### src/pkg/lpc_pkg.sv
// Shared constants and types for the link-side PHY port block
package lpc_pkg;

	////////////////////////////////////////////////////////////////////
	// Clock and timing
	// Local clock rate in kHz (PHY supplied system clock)
	localparam int CLK_FREQ_KHZ = 50000;
	// Link power status: frequency in kHz and high share in percent
	localparam int LPS_FREQ_KHZ = 1400;
	localparam int LPS_DUTY_PCT = 25;
	// Period rounds down, so the rate never falls under the target
	localparam int LPS_PERIOD_CYC = CLK_FREQ_KHZ / LPS_FREQ_KHZ;
	localparam int LPS_HIGH_CYC = LPS_PERIOD_CYC * LPS_DUTY_PCT / 100;
	// Bus cycle period in microseconds (8 kHz cycle clock)
	localparam int CYCLE_PERIOD_US = 125;
	localparam int CYCLE_CYC = CYCLE_PERIOD_US * (CLK_FREQ_KHZ / 1000);

	////////////////////////////////////////////////////////////////////
	// Lane and control encodings
	// Speed codes for the data lanes
	localparam logic [1:0] SPD_100 = 2'h0;
	localparam logic [1:0] SPD_200 = 2'h1;
	localparam logic [1:0] SPD_400 = 2'h2;
	// PHY control line states seen by the link
	localparam logic [1:0] CTL_IDLE = 2'h0;
	localparam logic [1:0] CTL_RECEIVE = 2'h2;
	localparam logic [1:0] CTL_GRANT = 2'h3;
	// Link request frame lengths, start bit included
	localparam logic [3:0] LREQ_LEN_LEGACY = 4'h8;
	localparam logic [3:0] LREQ_LEN_AMENDED = 4'hC;
	// Width of the pin bundle that passes the synchroniser
	localparam int PIN_W = 16;

	////////////////////////////////////////////////////////////////////
	// Types
	// Retained configuration, loaded by the host
	typedef struct packed {
		logic [1:0] speed; // Lane speed code
		logic ext_cycle; // Follow the external cycle start
		logic software_power_down_bit; // Power down by software
		logic phy_link_reset_bit; // Hold link datapath idle
	} lpc_cfg_t;

	// Pin inputs crossing into the local clock domain
	typedef struct packed {
		logic power_down_input;
		logic link_on;
		logic cycle_start;
		logic lane_clk;
		logic legacy_phy;
		logic isolation_barrier_select;
		logic [1:0] ctl;
		logic [7:0] data; // Bit 7 carries lane 0
	} lpc_pins_t;

	// Link request state machine
	typedef enum logic [1:0] {
		LQ_IDLE = 2'b01,
		LQ_SEND = 2'b10
	} lpc_lreq_st_t;

endpackage

### src/rtl/lpc_fifo.sv
`timescale 1ns/10ps
`default_nettype none
// Small synchronous FIFO with valid and ready on both sides
module lpc_fifo #(
	parameter int WIDTH = 8,
	parameter int DEPTH = 4
) (
	// Clock and reset
	input wire logic clk_in,
	input wire logic resetn_in,
	// Fill side
	input wire logic in_valid_in,
	input wire logic [WIDTH-1:0] in_data_in,
	output logic in_ready_out,
	// Drain side
	output logic out_valid_out,
	output logic [WIDTH-1:0] out_data_out,
	input wire logic out_ready_in
);

	localparam int AW = (DEPTH > 1) ? $clog2(DEPTH) : 1;

	// Refuse shapes the pointer logic cannot serve
	if (DEPTH < 2 || (DEPTH & (DEPTH - 1)) != 0 || WIDTH < 1) begin : g_bad
		$error("lpc_fifo: DEPTH must be a power of two >= 2");
	end

	// Storage and pointers
	logic [WIDTH-1:0] mem [DEPTH];
	logic [AW-1:0] wr_ptr_r;
	logic [AW-1:0] rd_ptr_r;
	logic [AW:0] count_r;
	logic [AW:0] count_nxt;

	// Handshakes that move a word
	wire push = in_valid_in && in_ready_out;
	wire pop = out_valid_out && out_ready_in;

	assign out_valid_out = (count_r != '0);
	assign out_data_out = mem[rd_ptr_r];
	assign count_nxt = count_r + (AW + 1)'(push) - (AW + 1)'(pop);

	////////////////////////////////////////////////////////////////////
	// Ready is registered so the top sees it straight from a flop
	always_ff @(posedge clk_in or negedge resetn_in) begin
		if (!resetn_in) begin
			wr_ptr_r <= '0;
			rd_ptr_r <= '0;
			count_r <= '0;
			in_ready_out <= 1'b1;
		end else begin
			if (push)
				wr_ptr_r <= wr_ptr_r + 1'b1;
			if (pop)
				rd_ptr_r <= rd_ptr_r + 1'b1;
			count_r <= count_nxt;
			in_ready_out <= (count_nxt != (AW + 1)'(DEPTH));
		end
	end

	// Data array needs no reset
	always_ff @(posedge clk_in) begin
		if (push)
			mem[wr_ptr_r] <= in_data_in;
	end

endmodule
`default_nettype wire

### src/rtl/lpc_port.sv
// Contract
// RQ1 - Lane zero carries the byte's most significant bit
// RQ2 - Two, four or eight lanes per speed
// RQ3 - Generation pin high means legacy PHY
// RQ4 - Link request line asks arbitration and register access
// RQ5 - Link power status near 1.4 MHz, 25% high
// RQ6 - Link-on from PHY raises host interrupt
// RQ7 - Isolation pin low legacy barrier, high bushold
// RQ8 - Power down enters low power, stops LPS
// RQ9 - Host leaves configuration alone during power down
// RQ10 - Configuration survives power down unchanged
// RQ11 - Runs on the PHY supplied system clock
// RQ12 - Auxiliary clock equals the system clock
// RQ13 - External cycle start can mark bus cycles
// RQ14 - Cycle start output copies 8 kHz cycle clock
// RQ15 - Host stops isochronous transmit before power down
// RQ16 - Host empties asynchronous queues before power down
// RQ17 - LPS held low while powered down
// RQ18 - Pin inputs synchronised before use
`timescale 1ns/10ps
`default_nettype none
module lpc_port #(
	// Local clocks per bus cycle; shorten for simulation
	parameter int CYCLE_CYC = lpc_pkg::CYCLE_CYC,
	// Transmit buffer depth
	parameter int TX_DEPTH = 4
) (
	// System clock from the PHY and reset
	input wire logic mclk_in, // see RQ11
	input wire logic resetn_in,
	// Host configuration port
	input wire logic cfg_wr_in,
	input wire lpc_pkg::lpc_cfg_t cfg_in,
	output lpc_pkg::lpc_cfg_t cfg_out,
	output logic low_power_out,
	// Host transmit bytes
	input wire logic tx_valid_in,
	input wire logic [7:0] tx_data_in,
	output logic tx_ready_out,
	// Host receive bytes
	output logic rx_valid_out,
	output logic [7:0] rx_data_out,
	// Host link request
	input wire logic lreq_go_in,
	input wire logic [10:0] lreq_bits_in,
	output logic lreq_busy_out,
	// Host events
	output logic link_on_irq_out,
	output logic cycle_tick_out,
	// PHY pins
	input wire logic [0:7] phy_data_in,
	output logic [0:7] phy_data_out,
	output logic phy_data_oe_out,
	input wire logic [0:1] phy_ctl_in,
	input wire logic phy_lane_clk_in,
	output logic lreq_out,
	output logic lps_out,
	input wire logic link_on_in,
	input wire logic legacy_phy_in,
	input wire logic isolation_barrier_select,
	output logic legacy_mode_out,
	output logic bushold_en_out,
	input wire logic power_down_input,
	output logic aux_clock_out,
	input wire logic cycle_start_in,
	output logic cycle_start_out
);

	// Refuse values the counters cannot serve
	if (CYCLE_CYC < 4 || CYCLE_CYC > 65535) begin : g_bad_cycle
		$error("lpc_port: CYCLE_CYC out of range");
	end

	////////////////////////////////////////////////////////////////////
	// Pin synchronisation
	lpc_pkg::lpc_pins_t pins_raw;
	lpc_pkg::lpc_pins_t pins;

	// Lane 0 lands in bit 7 of the packed field
	assign pins_raw = '{
		power_down_input: power_down_input,
		link_on: link_on_in,
		cycle_start: cycle_start_in,
		lane_clk: phy_lane_clk_in,
		legacy_phy: legacy_phy_in,
		isolation_barrier_select: isolation_barrier_select,
		ctl: phy_ctl_in,
		data: phy_data_in
	};

	// Every pin passes two flops before any logic reads it
	lpc_sync2 #(
		.WIDTH(lpc_pkg::PIN_W)
	) u_sync (
		.clk_in(mclk_in),
		.resetn_in(resetn_in),
		.async_in(pins_raw),
		.sync_out(pins)
	); // see RQ18

	// Delayed copies for edge detection
	logic link_on_d_r;
	logic cycle_d_r;
	logic lane_clk_d_r;

	always_ff @(posedge mclk_in or negedge resetn_in) begin
		if (!resetn_in) begin
			link_on_d_r <= 1'b0;
			cycle_d_r <= 1'b0;
			lane_clk_d_r <= 1'b0;
		end else begin
			link_on_d_r <= pins.link_on;
			cycle_d_r <= pins.cycle_start;
			lane_clk_d_r <= pins.lane_clk;
		end
	end

	wire link_on_rise = pins.link_on && !link_on_d_r;
	wire cycle_rise = pins.cycle_start && !cycle_d_r;
	wire lane_edge = pins.lane_clk && !lane_clk_d_r;

	////////////////////////////////////////////////////////////////////
	// Configuration and power state
	lpc_pkg::lpc_cfg_t cfg_r;

	// Power down by pin or by software bit
	wire pd_now = pins.power_down_input || cfg_r.software_power_down_bit;
	// Link datapath runs only when powered and not held in reset
	wire active = !pd_now && !cfg_r.phy_link_reset_bit;

	// Writes are honoured only while the pin is low; the host is trusted
	// to stay quiet meanwhile, this guard only protects the retained copy
	wire cfg_take = cfg_wr_in && !pins.power_down_input; // see RQ9

	// Configuration is never cleared by power down, only by reset
	always_ff @(posedge mclk_in or negedge resetn_in) begin
		if (!resetn_in)
			cfg_r <= '0;
		else if (cfg_take)
			cfg_r <= cfg_in; // see RQ10
	end

	// Status copies for the host and mode pins toward the pads
	always_ff @(posedge mclk_in or negedge resetn_in) begin
		if (!resetn_in) begin
			cfg_out <= '0;
			low_power_out <= 1'b0;
			legacy_mode_out <= 1'b0;
			bushold_en_out <= 1'b0;
		end else begin
			cfg_out <= cfg_r;
			low_power_out <= pd_now; // see RQ8
			legacy_mode_out <= pins.legacy_phy; // see RQ3
			// Low selects the legacy barrier, high turns on bushold
			bushold_en_out <= pins.isolation_barrier_select; // see RQ7
		end
	end

	// Forwarded clock; a flop cannot reproduce its own clock rate
	assign aux_clock_out = mclk_in; // see RQ12

	////////////////////////////////////////////////////////////////////
	// Link power status generator
	logic [5:0] lps_cnt_r;

	localparam logic [5:0] LPS_LAST = 6'(lpc_pkg::LPS_PERIOD_CYC - 1);
	localparam logic [5:0] LPS_HIGH = 6'(lpc_pkg::LPS_HIGH_CYC);

	// Counter parks at zero in power down so LPS restarts cleanly
	always_ff @(posedge mclk_in or negedge resetn_in) begin
		if (!resetn_in) begin
			lps_cnt_r <= 6'h00;
			lps_out <= 1'b0;
		end else if (pd_now) begin
			lps_cnt_r <= 6'h00;
			lps_out <= 1'b0; // see RQ8, see RQ17
		end else begin
			lps_cnt_r <= (lps_cnt_r == LPS_LAST) ? 6'h00 : lps_cnt_r + 6'h01;
			lps_out <= (lps_cnt_r < LPS_HIGH); // see RQ5
		end
	end

	////////////////////////////////////////////////////////////////////
	// Link-on interrupt; stays alive in power down to wake the host
	always_ff @(posedge mclk_in or negedge resetn_in) begin
		if (!resetn_in)
			link_on_irq_out <= 1'b0;
		else
			link_on_irq_out <= link_on_rise; // see RQ6
	end

	////////////////////////////////////////////////////////////////////
	// Bus cycle timer
	logic [15:0] cyc_cnt_r;

	localparam logic [15:0] CYC_LAST = 16'(CYCLE_CYC - 1);
	localparam logic [15:0] CYC_HALF = 16'(CYCLE_CYC / 2);

	// External start restarts the count when selected
	wire cyc_restart = cfg_r.ext_cycle ? cycle_rise : (cyc_cnt_r == CYC_LAST);

	// Without external starts selected the timer free-runs at its own period; with them it waits at its last count
	always_ff @(posedge mclk_in or negedge resetn_in) begin
		if (!resetn_in) begin
			cyc_cnt_r <= 16'h0000;
			cycle_tick_out <= 1'b0;
			cycle_start_out <= 1'b0;
		end else begin
			if (cyc_restart)
				cyc_cnt_r <= 16'h0000; // see RQ13
			else if (cyc_cnt_r != CYC_LAST)
				cyc_cnt_r <= cyc_cnt_r + 16'h0001;
			cycle_tick_out <= cyc_restart;
			// High for the first half of each cycle
			cycle_start_out <= (cyc_cnt_r < CYC_HALF); // see RQ14
		end
	end

	////////////////////////////////////////////////////////////////////
	// Link request serialiser
	lpc_pkg::lpc_lreq_st_t lq_st_r;
	logic [11:0] lq_sh_r;
	logic [3:0] lq_cnt_r;

	// Frame length follows the PHY generation
	wire [3:0] lq_len = pins.legacy_phy ? lpc_pkg::LREQ_LEN_LEGACY :
		lpc_pkg::LREQ_LEN_AMENDED; // see RQ3
	// Start bit first, payload MSB first, unused tail zero
	wire [11:0] lq_load = pins.legacy_phy ?
		{1'b1, lreq_bits_in[6:0], 4'h0} : {1'b1, lreq_bits_in};

	// One bit per clock, then the line returns low
	always_ff @(posedge mclk_in or negedge resetn_in) begin
		if (!resetn_in) begin
			lq_st_r <= lpc_pkg::LQ_IDLE;
			lq_sh_r <= 12'h000;
			lq_cnt_r <= 4'h0;
			lreq_out <= 1'b0;
		end else begin
			case (lq_st_r)
				lpc_pkg::LQ_IDLE: begin
					lreq_out <= 1'b0;
					if (lreq_go_in && active) begin
						lq_sh_r <= lq_load;
						lq_cnt_r <= lq_len;
						lq_st_r <= lpc_pkg::LQ_SEND;
					end
				end
				lpc_pkg::LQ_SEND: begin
					lreq_out <= lq_sh_r[11]; // see RQ4
					lq_sh_r <= {lq_sh_r[10:0], 1'b0};
					lq_cnt_r <= lq_cnt_r - 4'h1;
					if (lq_cnt_r == 4'h1 || !active)
						lq_st_r <= lpc_pkg::LQ_IDLE; // see RQ8
				end
				default: begin
					lq_st_r <= lpc_pkg::LQ_IDLE;
					lreq_out <= 1'b0;
				end
			endcase
		end
	end

	assign lreq_busy_out = lreq_out;

	////////////////////////////////////////////////////////////////////
	// Transmit buffer; its ready reaches the host directly
	logic fifo_valid;
	logic [7:0] fifo_data;
	logic fifo_pop;

	lpc_fifo #(
		.WIDTH(8),
		.DEPTH(TX_DEPTH)
	) u_txfifo (
		.clk_in(mclk_in),
		.resetn_in(resetn_in),
		.in_valid_in(tx_valid_in),
		.in_data_in(tx_data_in),
		.in_ready_out(tx_ready_out),
		.out_valid_out(fifo_valid),
		.out_data_out(fifo_data),
		.out_ready_in(fifo_pop)
	);

	////////////////////////////////////////////////////////////////////
	// Lane packing shared by both directions
	wire [1:0] spd = cfg_r.speed;
	// Lane clock edges per byte: 4, 2 or 1
	wire [2:0] chunks = (spd == lpc_pkg::SPD_400) ? 3'h1 :
		(spd == lpc_pkg::SPD_200) ? 3'h2 : 3'h4; // see RQ2

	// Transmit shifter state
	logic [7:0] tx_sh_r;
	logic [2:0] tx_cnt_r;

	wire granted = (pins.ctl == lpc_pkg::CTL_GRANT);
	wire tx_step = lane_edge && active && granted;
	wire tx_have = (tx_cnt_r != 3'h0) || fifo_valid;
	// Current byte comes from the buffer at the start of each byte
	wire [7:0] tx_cur = (tx_cnt_r == 3'h0) ? fifo_data : tx_sh_r;
	assign fifo_pop = tx_step && (tx_cnt_r == 3'h0) && fifo_valid;

	// Top bits go on the lowest numbered lanes, unused lanes zero
	wire [0:7] tx_lanes = (spd == lpc_pkg::SPD_400) ? tx_cur :
		(spd == lpc_pkg::SPD_200) ? {tx_cur[7:4], 4'h0} :
		{tx_cur[7:6], 6'h00}; // see RQ1, see RQ2
	wire [7:0] tx_shifted = (spd == lpc_pkg::SPD_400) ? 8'h00 :
		(spd == lpc_pkg::SPD_200) ? {tx_cur[3:0], 4'h0} :
		{tx_cur[5:0], 2'h0};

	// Drive lanes only while granted and data waits
	always_ff @(posedge mclk_in or negedge resetn_in) begin
		if (!resetn_in) begin
			tx_sh_r <= 8'h00;
			tx_cnt_r <= 3'h0;
			phy_data_out <= 8'h00;
			phy_data_oe_out <= 1'b0;
		end else if (!active || !granted) begin
			// Partial byte is dropped when the grant goes away
			tx_cnt_r <= 3'h0;
			phy_data_oe_out <= 1'b0;
		end else if (tx_step) begin
			if (tx_have) begin
				phy_data_out <= tx_lanes;
				phy_data_oe_out <= 1'b1;
				tx_sh_r <= tx_shifted;
				tx_cnt_r <= (tx_cnt_r == 3'h0) ? chunks - 3'h1 :
					tx_cnt_r - 3'h1;
			end else begin
				phy_data_oe_out <= 1'b0;
			end
		end
	end

	////////////////////////////////////////////////////////////////////
	// Receive assembler
	logic [7:0] rx_sh_r;
	logic [2:0] rx_cnt_r;

	wire receiving = (pins.ctl == lpc_pkg::CTL_RECEIVE);
	wire rx_step = lane_edge && active && receiving && !phy_data_oe_out;
	// Lane 0 is the most significant bit of each chunk
	wire [7:0] rx_next = (spd == lpc_pkg::SPD_400) ? pins.data :
		(spd == lpc_pkg::SPD_200) ? {rx_sh_r[3:0], pins.data[7:4]} :
		{rx_sh_r[5:0], pins.data[7:6]}; // see RQ1, see RQ2
	wire rx_done = rx_step && (rx_cnt_r == chunks - 3'h1);

	// Count restarts whenever the PHY leaves receive
	always_ff @(posedge mclk_in or negedge resetn_in) begin
		if (!resetn_in) begin
			rx_sh_r <= 8'h00;
			rx_cnt_r <= 3'h0;
			rx_valid_out <= 1'b0;
			rx_data_out <= 8'h00;
		end else begin
			rx_valid_out <= rx_done;
			if (!receiving || !active) begin
				rx_cnt_r <= 3'h0;
			end else if (rx_step) begin
				rx_sh_r <= rx_next;
				rx_cnt_r <= rx_done ? 3'h0 : rx_cnt_r + 3'h1;
			end
			if (rx_done)
				rx_data_out <= rx_next;
		end
	end

endmodule
`default_nettype wire

### src/rtl/lpc_sync2.sv
`timescale 1ns/10ps
`default_nettype none
// Two flip-flop synchroniser for a bundle of level inputs
module lpc_sync2 #(
	parameter int WIDTH = 1
) (
	// Clock and reset
	input wire logic clk_in,
	input wire logic resetn_in,
	// Asynchronous levels in, synchronous levels out
	input wire logic [WIDTH-1:0] async_in,
	output logic [WIDTH-1:0] sync_out
);

	// First stage feeds only the second stage
	logic [WIDTH-1:0] meta_r;

	////////////////////////////////////////////////////////////////////
	// Two stages, reset to low
	always_ff @(posedge clk_in or negedge resetn_in) begin
		if (!resetn_in) begin
			meta_r <= '0;
			sync_out <= '0;
		end else begin
			meta_r <= async_in;
			sync_out <= meta_r;
		end
	end

endmodule
`default_nettype wire

### config.mk
export PLATFORM = sky130hd
export DESIGN_NAME = lpc_port
export DESIGN_NICKNAME = d
export VERILOG_FILES = /design/src/pkg/lpc_pkg.sv /design/src/rtl/lpc_fifo.sv /design/src/rtl/lpc_port.sv /design/src/rtl/lpc_sync2.sv
export SDC_FILE = /design/constraint.sdc
export NUM_CORES = 1
export LEC_CHECK = 0
export ABC_AREA = 1
export BUFFER_PORTS_ARGS = -buffer_cell sky130_fd_sc_hd__buf_2
export CAP_MARGIN = 10
export CORE_AREA = 2 2 128 130
export DETAILED_ROUTE_END_ITERATION = 12
export DIE_AREA = 0 0 130 132
export GPL_TIMING_DRIVEN = 0
export HOLD_SLACK_MARGIN = 0.03
export MAX_ROUTING_LAYER = met4
export PLACE_DENSITY = 0.65
export SYNTH_ARGS = -nofsm -noshare
export SYNTH_HDL_FRONTEND = slang
export SYNTH_SLANG_ARGS = --single-unit
### constraint.sdc
create_clock -name mclk_in -period 2.6 [get_ports mclk_in]
set_input_delay 0.13 -clock mclk_in [delete_from_list [all_inputs] [get_ports mclk_in]]
set_output_delay 0.13 -clock mclk_in [all_outputs]
set_load 0.02 [all_outputs]
==> impl_metrics.json, run 1 <==
{
  "die_w_um": 130,
  "max_freq_mhz": 429,
  "powerDensity_mw_per_mm2": 791,
  "critPathRequiredTime_ns": 3.05,
  "fillCellCount": 1397,
  "slew_viol_final": 0,
  "wl_mm": 14.8,
  "reg2reg_slack_ns": 0.27,
  "end_kind": "register",
  "fin_crit_ns": 2.33,
  "syn_inst": 762,
  "final-setup-viol-count": 0,
  "dr.pass1.iters": 5,
  "hold_viol_final": 0,
  "core_area_mm2": 0.0157,
  "critPathLaunch": "u_sync.sync_out[15]",
  "grt_max_degree": 72,
  "outcome": "finished clean",
  "cts_resized": 0,
  "drt_iter0_markers": 314,
  "crit_arrival_ns": 2.78,
  "port-buffer-count": 78,
  "fin_crit_sh": 0.896,
  "cts_setup_buffers": 0,
  "hold_buffers": 43,
  "num_rows": 46,
  "worstMarginPinSlew_ns": 0.785,
  "final_nets": 970,
  "p_leak_nw": 4.42,
  "relSlewSlack": 0.475,
  "die_y_um": 132,
  "start_util": 0.464,
  "cp_top_family": "simple AND/OR/NAND/NOR gates",
  "ys_seq_area_frac": 0.603,
  "utilization": 0.577,
  "vias": 5466,
  "area_growth_pct": 24.5,
  "worstSetupStartpointType": "register",
  "rsz0062_at_grt": "no",
  "p_total_mw": 7.17,
  "hp-class": "input pin to register",
  "drv_cap": 0,
  "grt_first_pass_wirelength_mm": 25.2,
  "final_cell_mix": "221 x nand2_1, 135 x dfrtp_1, 86 x inv_1, 82 x buf_2, 56 x nand3_1",
  "first_global_vias": 5517,
  "placed_cells": 1057,
  "postRouteAntennaNets": 0,
  "reg2reg_from": "u_sync.sync_out[15]",
  "slowest_stage": "fa_1",
  "synth_area_mm2": 0.00728,
  "syn_nets": 826,
  "crit_type": "register to register",
  "dp_hpwl_mm": 9.82,
  "ios": 79,
  "routed_via_density": 4.82,
  "min_from": "lreq_go_in",
  "wire_per_inst_um": 13.0,
  "cpPeakStageDelay_ns": 0.44,
  "place.gp.congestion": 0.859,
  "overflow": 0,
  "drive_gt1_frac": 0.165,
  "die_area_mm2": 0.0172,
  "path_cells": "nor2_2, nand2_2, nor2_4, nand2_2, nor2_2, ha_1, inv_1, ha_1, fa_1, nor2_1, nand2_1",
  "path_clk_slew_ns": 0.06,
  "final_common_cell": "nand2_1",
  "clock_latency_ns": 0.54,
  "cts_tree": "yes",
  "path_max_fanout": 4,
  "synth-seq-cells": 169,
  "cp_num_buf_inv": 1,
  "setup_tns_ns": 0,
  "antenna_found_initial": 0,
  "yosysWarnings": 0,
  "drcViolationCount": 0,
  "diodes": 0,
  "layout.cells.non_filler": 1135,
  "track_usage": 0.193,
  "synth_area_per_cell_um2": 9.56,
  "max-vdd-ir-drop_mv": 0.495,
  "ys_types": 42,
  "skew_ns": 0.00730
}
[per-stage QoR]
| stage | area, um^2 | setup WS (ns) | hold WS, ns |
|---|---|---|---|
| 2_1_floorplan | 7280 | 0.560 | -0.166 |
| 3_3_place_gp | 7950 | -0.538 | 0.239 |
| 3_5_place_dp | 7980 | 0.243 | 0.163 |
| 4_1_cts | 9070 | 0.225 | 0.0397 |
| 5_1_grt | 9070 | 0.121 | 0.0929 |
| 6_report | 9070 | 0.271 | 0.0522 |
[sequential cells by signal, summed over array words and instances (netlist names), 8 cells and up]
name	count
phy_data_out	8
cyc_cnt_r	16
u_sync.meta_r	16
u_txfifo.mem	32
lq_sh_r	12
rx_data_out	8
u_sync.sync_out	16
[layout make-up]
class,instances,area [um^2],share of cell area
plain buffers,17,111,0.0123
clock buffers,25,532,0.0586
clock inverters,11,136,0.0150
inverters,93,354,0.0390
multi-input cells,483,2430,0.268
flip-flops and latches,169,4390,0.484
well taps,216,270,0.0298
repair buffers,121,850,0.0936
[power breakdown]
part	total [mW]	switching, mW	internal [mW]
Combinational	1.15	0.734	0.416
Clock	2.80	1.11	1.69
Sequential	3.22	0.170	3.05
[cells by family (layout without fill, tap and decap cells)]
kind of cell,after synthesis,after routing,synth area share
compound gates,81,81,0.0611
xor+xnor,12,12,0.0144
fa+ha+maj,19,19,0.0337
buf+inv,110,267,0.0639
flops,169,169,0.603
mux,1,1,0.00137
simple gates,370,370,0.223
[layer usage]
| metal | up-vias | share of wire | track usage |
|---|---|---|---|
| met5 | - | 0 | - |
| met4 | 0 | 0.025 | 0.106 |
| met3 | 31 | 0.036 | 0.0422 |
| met2 | 123 | 0.48 | 0.289 |
| met1 | 2575 | 0.46 | 0.243 |
| li1 | 2737 | - | - |
[worst reg2reg max path, stage by stage, from the launching register on]
cell and delay (ns):
dfrtp_1 0.41, nor2_2 0.15, nand2_2 0.13, nor2_4 0.18
nand2_2 0.12, nor2_2 0.16, ha_1 0.25, inv_1 0.06
ha_1 0.16, fa_1 0.45, nor2_1 0.10, nand2_1 0.08
[path summary, 6_finish.rpt]
path,to,cells past startpoint
max reg2reg,u_txfifo.in_ready_out,11
max in group asynchronous,u_txfifo.in_ready_out,3
min reg2reg,u_sync.sync_out[5],0
min,lq_cnt_r[2],4
min in group asynchronous,phy_data_out[5],2
max,u_txfifo.in_ready_out,11
[cells in the mapped netlist, drive strengths merged]
library cell  number  share of area
nand2            225           0.12
dfrtp            135           0.46
inv               88          0.045
nor2              61          0.040
nand3             59          0.044
a21oi             35          0.025
edfxtp            32           0.13
o21ai             32          0.022
ha                18          0.031
buf               12          0.013
xor2              10          0.012
nor3               9         0.0077
nand4              8         0.0069
o211ai             8         0.0082
clkbuf             5         0.0026
clkinv             5         0.0033
or2                4         0.0034
o22ai              3         0.0034
and3               2         0.0017
dfstp              2         0.0072
xnor2              2         0.0024
a22oi              1         0.0010
a31oi              1        0.00086
fa                 1         0.0027
mux2i              1         0.0014
nor3b              1         0.0010
nor4               1        0.00086
o21a               1         0.0010
No activity file was read; power rests on OpenSTA's default activity.
==> inputs of run 2 (changes only) <==
--- a/config.mk
+++ b/config.mk
@@ -5,16 +5,16 @@
 export SDC_FILE = /design/constraint.sdc
 export NUM_CORES = 1
 export LEC_CHECK = 0
-export ABC_AREA = 1
 export BUFFER_PORTS_ARGS = -buffer_cell sky130_fd_sc_hd__buf_2
 export CAP_MARGIN = 10
-export CORE_AREA = 2 2 128 130
+export CORE_AREA = 2 2 125 127
 export DETAILED_ROUTE_END_ITERATION = 12
-export DIE_AREA = 0 0 130 132
+export DIE_AREA = 0 0 127 129
 export GPL_TIMING_DRIVEN = 0
 export HOLD_SLACK_MARGIN = 0.03
 export MAX_ROUTING_LAYER = met4
-export PLACE_DENSITY = 0.65
+export PLACE_DENSITY = 0.66
+export SKIP_CTS_REPAIR_TIMING = 1
 export SYNTH_ARGS = -nofsm -noshare
 export SYNTH_HDL_FRONTEND = slang
 export SYNTH_SLANG_ARGS = --single-unit
==> run 2 against run 1 <==
Maximum frequency decreased by 4.9%. Register-to-register slack got worse by 0.12 ns. Sequential share of layout area increased by 2.1 points. Critical endpoint unchanged. Largest cell class unchanged.
==> impl_metrics.json, run 2 <==
{
  "synth_edf_count": 32,
  "synth_area_per_cell_um2": 12.9,
  "powerDensity_mw_per_mm2": 840,
  "cpPeakStageDelay_ns": 0.44,
  "postRouteAntennaNets": 0,
  "dpl_cell_area_mm2": 0.00763,
  "end_kind": "register",
  "clock_latency_ns": 0.53,
  "synth_flop_cell": "dfrtp_1",
  "drt_iter0_markers": 275,
  "drcViolationCount": 0,
  "fin_crit_sh": 0.942,
  "post-synth-top-area-cell": "dfrtp_1",
  "postSynth.asyncResetShare": 0.811,
  "synth_top_cell_area_share": 0.485,
  "start_util": 0.465,
  "outcome": "finished clean",
  "fin_crit_ns": 2.45,
  "grt_first_pass_wirelength_mm": 22.3,
  "antenna_found_initial": 0,
  "final_nets": 746,
  "critPathRequiredTime_ns": 3.05,
  "crit_cells": 11,
  "holdPathStages": 4,
  "dp_hpwl_mm": 9.18,
  "max_freq_mhz": 408,
  "drv_cap": 0,
  "grt_max_degree": 86,
  "port-buffer-count": 78,
  "yosysWarnings": 0,
  "final_common_cell": "dfrtp_1",
  "ys_types": 53,
  "max-vdd-ir-drop_mv": 0.479,
  "wl_mm": 13.6,
  "slew_viol_final": 0,
  "syn_inst": 542,
  "crit_arrival_ns": 2.90,
  "top_register": "u_txfifo.mem",
  "slowest_stage": "fa_1",
  "pre_cts_slack_ns": -0.124,
  "relSlewSlack": 0.565,
  "die_w_um": 127,
  "hold_ws_ns": 0.0383,
  "worstSetupStartpointType": "register",
  "diodes": 0,
  "vias": 4592,
  "synth_area_mm2": 0.00697,
  "worstMarginPinSlew_ns": 0.647,
  "yosys-top-cells-count": "135 x dfrtp_1, 45 x nand2_1, 35 x o21ai_0",
  "wire_per_inst_um": 15.4,
  "hold_viol_final": 0,
  "routed_via_density": 5.20,
  "track_usage": 0.182,
  "num_rows": 45,
  "die_area_mm2": 0.0164,
  "ios": 79,
  "cp_num_buf_inv": 2,
  "yosysMostFrequentCell": "dfrtp_1",
  "syn_nets": 606,
  "largest_reg_flops": 32,
  "place.gp.congestion": 0.802,
  "core_area_mm2": 0.0150,
  "rr_worst_depth": 11,
  "p_leak_nw": 3.90,
  "cts_tree": "yes",
  "final_area_mm2": 0.00869,
  "worst_slack_ns": 0.151,
  "dr.pass1.iters": 4,
  "crit_type": "register to register",
  "utilization": 0.580,
  "area_growth_pct": 24.7,
  "cp_top_family": "adder cells",
  "path_cells": "inv_1, ha_1, ha_4, nand3b_1, nor4_4, ha_1, inv_1, ha_1, fa_1, nor2_1, nand2_1",
  "path_clk_slew_ns": 0.06,
  "overflow": 0,
  "hp-class": "input pin to register",
  "path_max_fanout": 4,
  "final-setup-viol-count": 0,
  "cp_common_cell": "ha_1",
  "synth-seq-cells": 169,
  "fillCellCount": 1220,
  "drive_gt1_frac": 0.247,
  "ys_seq_area_frac": 0.630,
  "synth_area_leaders": "dfrtp_1 48%, edfxtp_1 14%, mux2_2 5.3%",
  "p_total_mw": 7.30,
  "final_cell_mix": "135 x dfrtp_1, 83 x buf_2, 45 x nand2_1, 37 x dlygate4sd3_1, 35 x o21ai_0",
  "die_y_um": 129,
  "skew_ns": 0.00715,
  "first_global_vias": 4637
}
==> run 2: worst paths after layout <==
path	from	end	slack, ns
setup / recovery	tx_cnt_r[0]	u_txfifo.in_ready_out	0.15
hold / removal	lreq_bits_in[9]	lq_sh_r[9]	0.04
setup reg to reg	tx_cnt_r[0]	u_txfifo.in_ready_out	0.15
hold reg to reg	u_sync.meta_r[1]	u_sync.sync_out[1]	0.35
max in group asynchronous	resetn_in	u_txfifo.in_ready_out	1.69
min in group asynchronous	resetn_in	phy_data_out[2]	0.11
==> run 2: area by class of cell <==
| type | count | area [um^2] | share of cell area |
|---|---|---|---|
| Buffer | 22 | 97.6 | 0.0112 |
| Clock buffer | 23 | 534 | 0.0615 |
| Clock inverter | 13 | 115 | 0.0132 |
| Inverter | 23 | 86.3 | 0.00994 |
| Multi-Input combinational cell | 327 | 2420 | 0.278 |
| Sequential cell | 169 | 4390 | 0.505 |
| Tap cell | 188 | 235 | 0.0271 |
| Timing Repair Buffer | 118 | 812 | 0.0935 |
==> run 2: stage by stage <==
stage               TNS [ns]  cells
finish                     0    883
global route         -0.0342    883
CTS                   -0.274    844
detailed placement    -0.175    809
global placement      -54.11    808
floorplan                  0    542
==> run 2: per-layer routing <==
| layer | wire length, um | vias up | track usage |
|---|---|---|---|
| met5 | 0 | - | - |
| met4 | 303 | 0 | 0.0924 |
| met3 | 447 | 25 | 0.0420 |
| met2 | 6990 | 94 | 0.297 |
| met1 | 5810 | 2281 | 0.212 |
| li1 | - | 2192 | - |
==> run 2: where the power goes <==
group          internal [mW]  total (mW)  leakage, nW  switching [mW]
combinational          0.565        1.25         1.55           0.680
clock                   1.61        2.71        0.330            1.11
sequential              3.11        3.34         2.02           0.236
total                   5.28        7.30         3.90            2.02
==> run 2: worst register-to-register path, delay by kind of cell, from the launching register on <==
kind	cells	cell delay, ns
and+or+nand+nor	4	0.62
DFF	1	0.40
buffers and inverters	2	0.12
adders and majority gates	5	1.23
==> run 2: kinds of logic (layout without fill, tap and decap cells) <==
group	count (synthesis)	count (layout)	synth area share
mux	56	56	0.0935
fa+ha+maj	19	19	0.0352
compound gates	76	76	0.0695
simple gates	153	153	0.116
flops	169	169	0.630
buf+inv	46	199	0.0269
xor+xnor	23	23	0.0289
==> inputs of run 3 (changes only) <==
--- a/config.mk
+++ b/config.mk
@@ -7,13 +7,14 @@
 export LEC_CHECK = 0
 export BUFFER_PORTS_ARGS = -buffer_cell sky130_fd_sc_hd__buf_2
 export CAP_MARGIN = 10
-export CORE_AREA = 2 2 125 127
+export CORE_AREA = 2 2 103 155
+export CTS_BUF_LIST = sky130_fd_sc_hd__clkbuf_8
 export DETAILED_ROUTE_END_ITERATION = 12
-export DIE_AREA = 0 0 127 129
+export DIE_AREA = 0 0 105 157
 export GPL_TIMING_DRIVEN = 0
 export HOLD_SLACK_MARGIN = 0.03
 export MAX_ROUTING_LAYER = met4
-export PLACE_DENSITY = 0.66
+export PLACE_DENSITY = 0.65
 export SKIP_CTS_REPAIR_TIMING = 1
 export SYNTH_ARGS = -nofsm -noshare
 export SYNTH_HDL_FRONTEND = slang
==> run 3 against run 2 <==
Register-to-register slack got worse by 0.06 ns. Clock power fell by 24%. First-iteration DRC count fell by 34%. Wire length rose by 1.8%. Non-clock buffer count rose by 6. Sequential share of layout area rose by 0.69 points. Largest cell class unchanged.
==> impl_metrics.json, run 3 (synthesized netlist as in run 2, its figures left out) <==
{
  "outcome": "finished clean",
  "final_common_cell": "dfrtp_1",
  "final-setup-viol-count": 0,
  "relSlewSlack": 0.490,
  "start_util": 0.465,
  "wire_per_inst_um": 15.3,
  "placed_cells": 820,
  "grt_first_pass_wirelength_mm": 22.5,
  "fillCellCount": 1291,
  "place.gp.congestion": 0.813,
  "core_area_mm2": 0.0150,
  "worstMarginPinSlew_ns": 0.760,
  "fin_crit_sh": 0.964,
  "die_w_um": 105,
  "track_usage": 0.182,
  "clkPwrFrac": 0.307,
  "path_clk_slew_ns": 0.10,
  "utilization": 0.571,
  "layout.cells.non_filler": 900,
  "antenna_found_initial": 0,
  "cts_tree": "yes",
  "vias": 4571,
  "dr.max_layer_used": "met4",
  "postRouteAntennaNets": 0,
  "drt_iter0_markers": 182,
  "powerDensity_mw_per_mm2": 779,
  "overflow": 0,
  "intPower_mw": 4.69,
  "combPwrFrac": 0.193,
  "dr.pass1.iters": 4,
  "area_growth_pct": 23.0,
  "die_y_um": 157,
  "port-buffer-count": 78,
  "drive_gt1_frac": 0.260,
  "num_rows": 55,
  "multi_input_area_mm2": 0.00244,
  "path_max_fanout": 4,
  "first_global_vias": 4555,
  "wl_mm": 13.8,
  "routed_via_density": 5.08,
  "grt_max_degree": 72,
  "p_total_mw": 6.68,
  "largest_reg_flops": 32,
  "crit_type": "register to register",
  "seq_power_share": 0.500,
  "final_cell_mix": "135 x dfrtp_1, 83 x buf_2, 45 x nand2_1, 39 x dlygate4sd3_1, 35 x o21ai_0",
  "switchingPower_mw": 1.99,
  "max-vdd-ir-drop_mv": 0.372,
  "hold_ws_ns": 0.0199,
  "hold_viol_final": 0,
  "wl_met1_mm": 5.68,
  "end_kind": "register",
  "final_nets": 752,
  "met3_length_um": 545,
  "dpl_cell_area_mm2": 0.00764,
  "drv_cap": 0,
  "slew_viol_final": 0,
  "diodes": 0,
  "ios": 79,
  "top_register": "u_txfifo.mem",
  "skew_ns": 0.0128,
  "wl_met2_mm": 7.22,
  "worstSetupStartpointType": "register",
  "hp-class": "input pin to register",
  "clock_latency_ns": 0.56,
  "final-seq-area_mm2": 0.00439,
  "die_area_mm2": 0.0165,
  "sw_frac_of_total": 0.298,
  "crit_arrival_ns": 2.99,
  "fin_crit_ns": 2.51,
  "drcViolationCount": 0,
  "rsz0062_at_grt": "yes",
  "p_leak_nw": 3.83,
  "final_area_mm2": 0.00857,
  "dp_hpwl_mm": 9.35,
  "critPathRequiredTime_ns": 3.08,
  "max_freq_mhz": 399
}
## run 3: cell count changes in the layout (fill, tap and decap cells not counted), moves of 2 or more
cell,delta
inv_1,-2
inv_6,+2
inv_4,-3
clkbuf_8,+20
buf_4,+4
inv_2,+2
clkinv_2,-3
ha_1,-2
clkbuf_16,-21
clkinvlp_2,+2
dlygate4sd3_1,+2
## run 3: layout make-up
type / instances / area share
clock buffer: 21 / 0.0327
tap: 199 / 0.0290
inverter: 23 / 0.0101
multi-input combinational: 327 / 0.284
clock inverter: 15 / 0.0194
buffer: 22 / 0.0114
sequential: 169 / 0.512
timing repair buffer: 124 / 0.101
## run 3: critical path: stages, from the launching register on
cell     delay [ns]
dfrtp_1        0.42
or4b_4         0.59
nor4_4         0.29
ha_1           0.30
inv_1          0.06
ha_2           0.17
fa_1           0.44
nor2_1         0.12
nand2_1        0.06
## run 3: path summary, 6_finish.rpt
| kind | cells after the start | start | end | slack [ns] |
|---|---|---|---|---|
| worst max-delay path | 8 | cfg_r[0] | u_txfifo.in_ready_out | 0.09 |
| worst min-delay path | 4 | lreq_bits_in[9] | lq_sh_r[9] | 0.02 |
| worst max register to register | 8 | cfg_r[0] | u_txfifo.in_ready_out | 0.09 |
| worst min register to register | 0 | u_sync.meta_r[14] | u_sync.sync_out[14] | 0.35 |
| max in group asynchronous | 3 | resetn_in | tx_cnt_r[2] | 1.69 |
| min in group asynchronous | 2 | resetn_in | u_txfifo.wr_ptr_r[0] | 0.14 |
## run 3: per-stage QoR
stage	setup TNS, ns	setup WS, ns
after floorplan	0	0.176
after global placement	-56.85	-0.430
after detailed placement	-0.613	-0.269
after CTS	-0.704	-0.300
after global routing	-0.0363	-0.0363
final	0	0.0945
## run 3: metal layers
metal  global-route usage  up-vias
met1                0.210     2245
met2                0.294      111
li1                     -     2193
met3               0.0489       22
met5                    -        -
met4               0.0883        0
## run 3: power groups by stage
stage / Combinational (mW) / Sequential (mW) / Clock (mW)
floorplan: 0.803 / 3.38 / 0.0449
CTS: 1.23 / 3.33 / 2.11
global route: 1.45 / 3.39 / 2.23
detailed placement: 1.22 / 3.38 / 0.0566
finish: 1.29 / 3.34 / 2.05
global placement: 1.17 / 3.36 / 0.0566
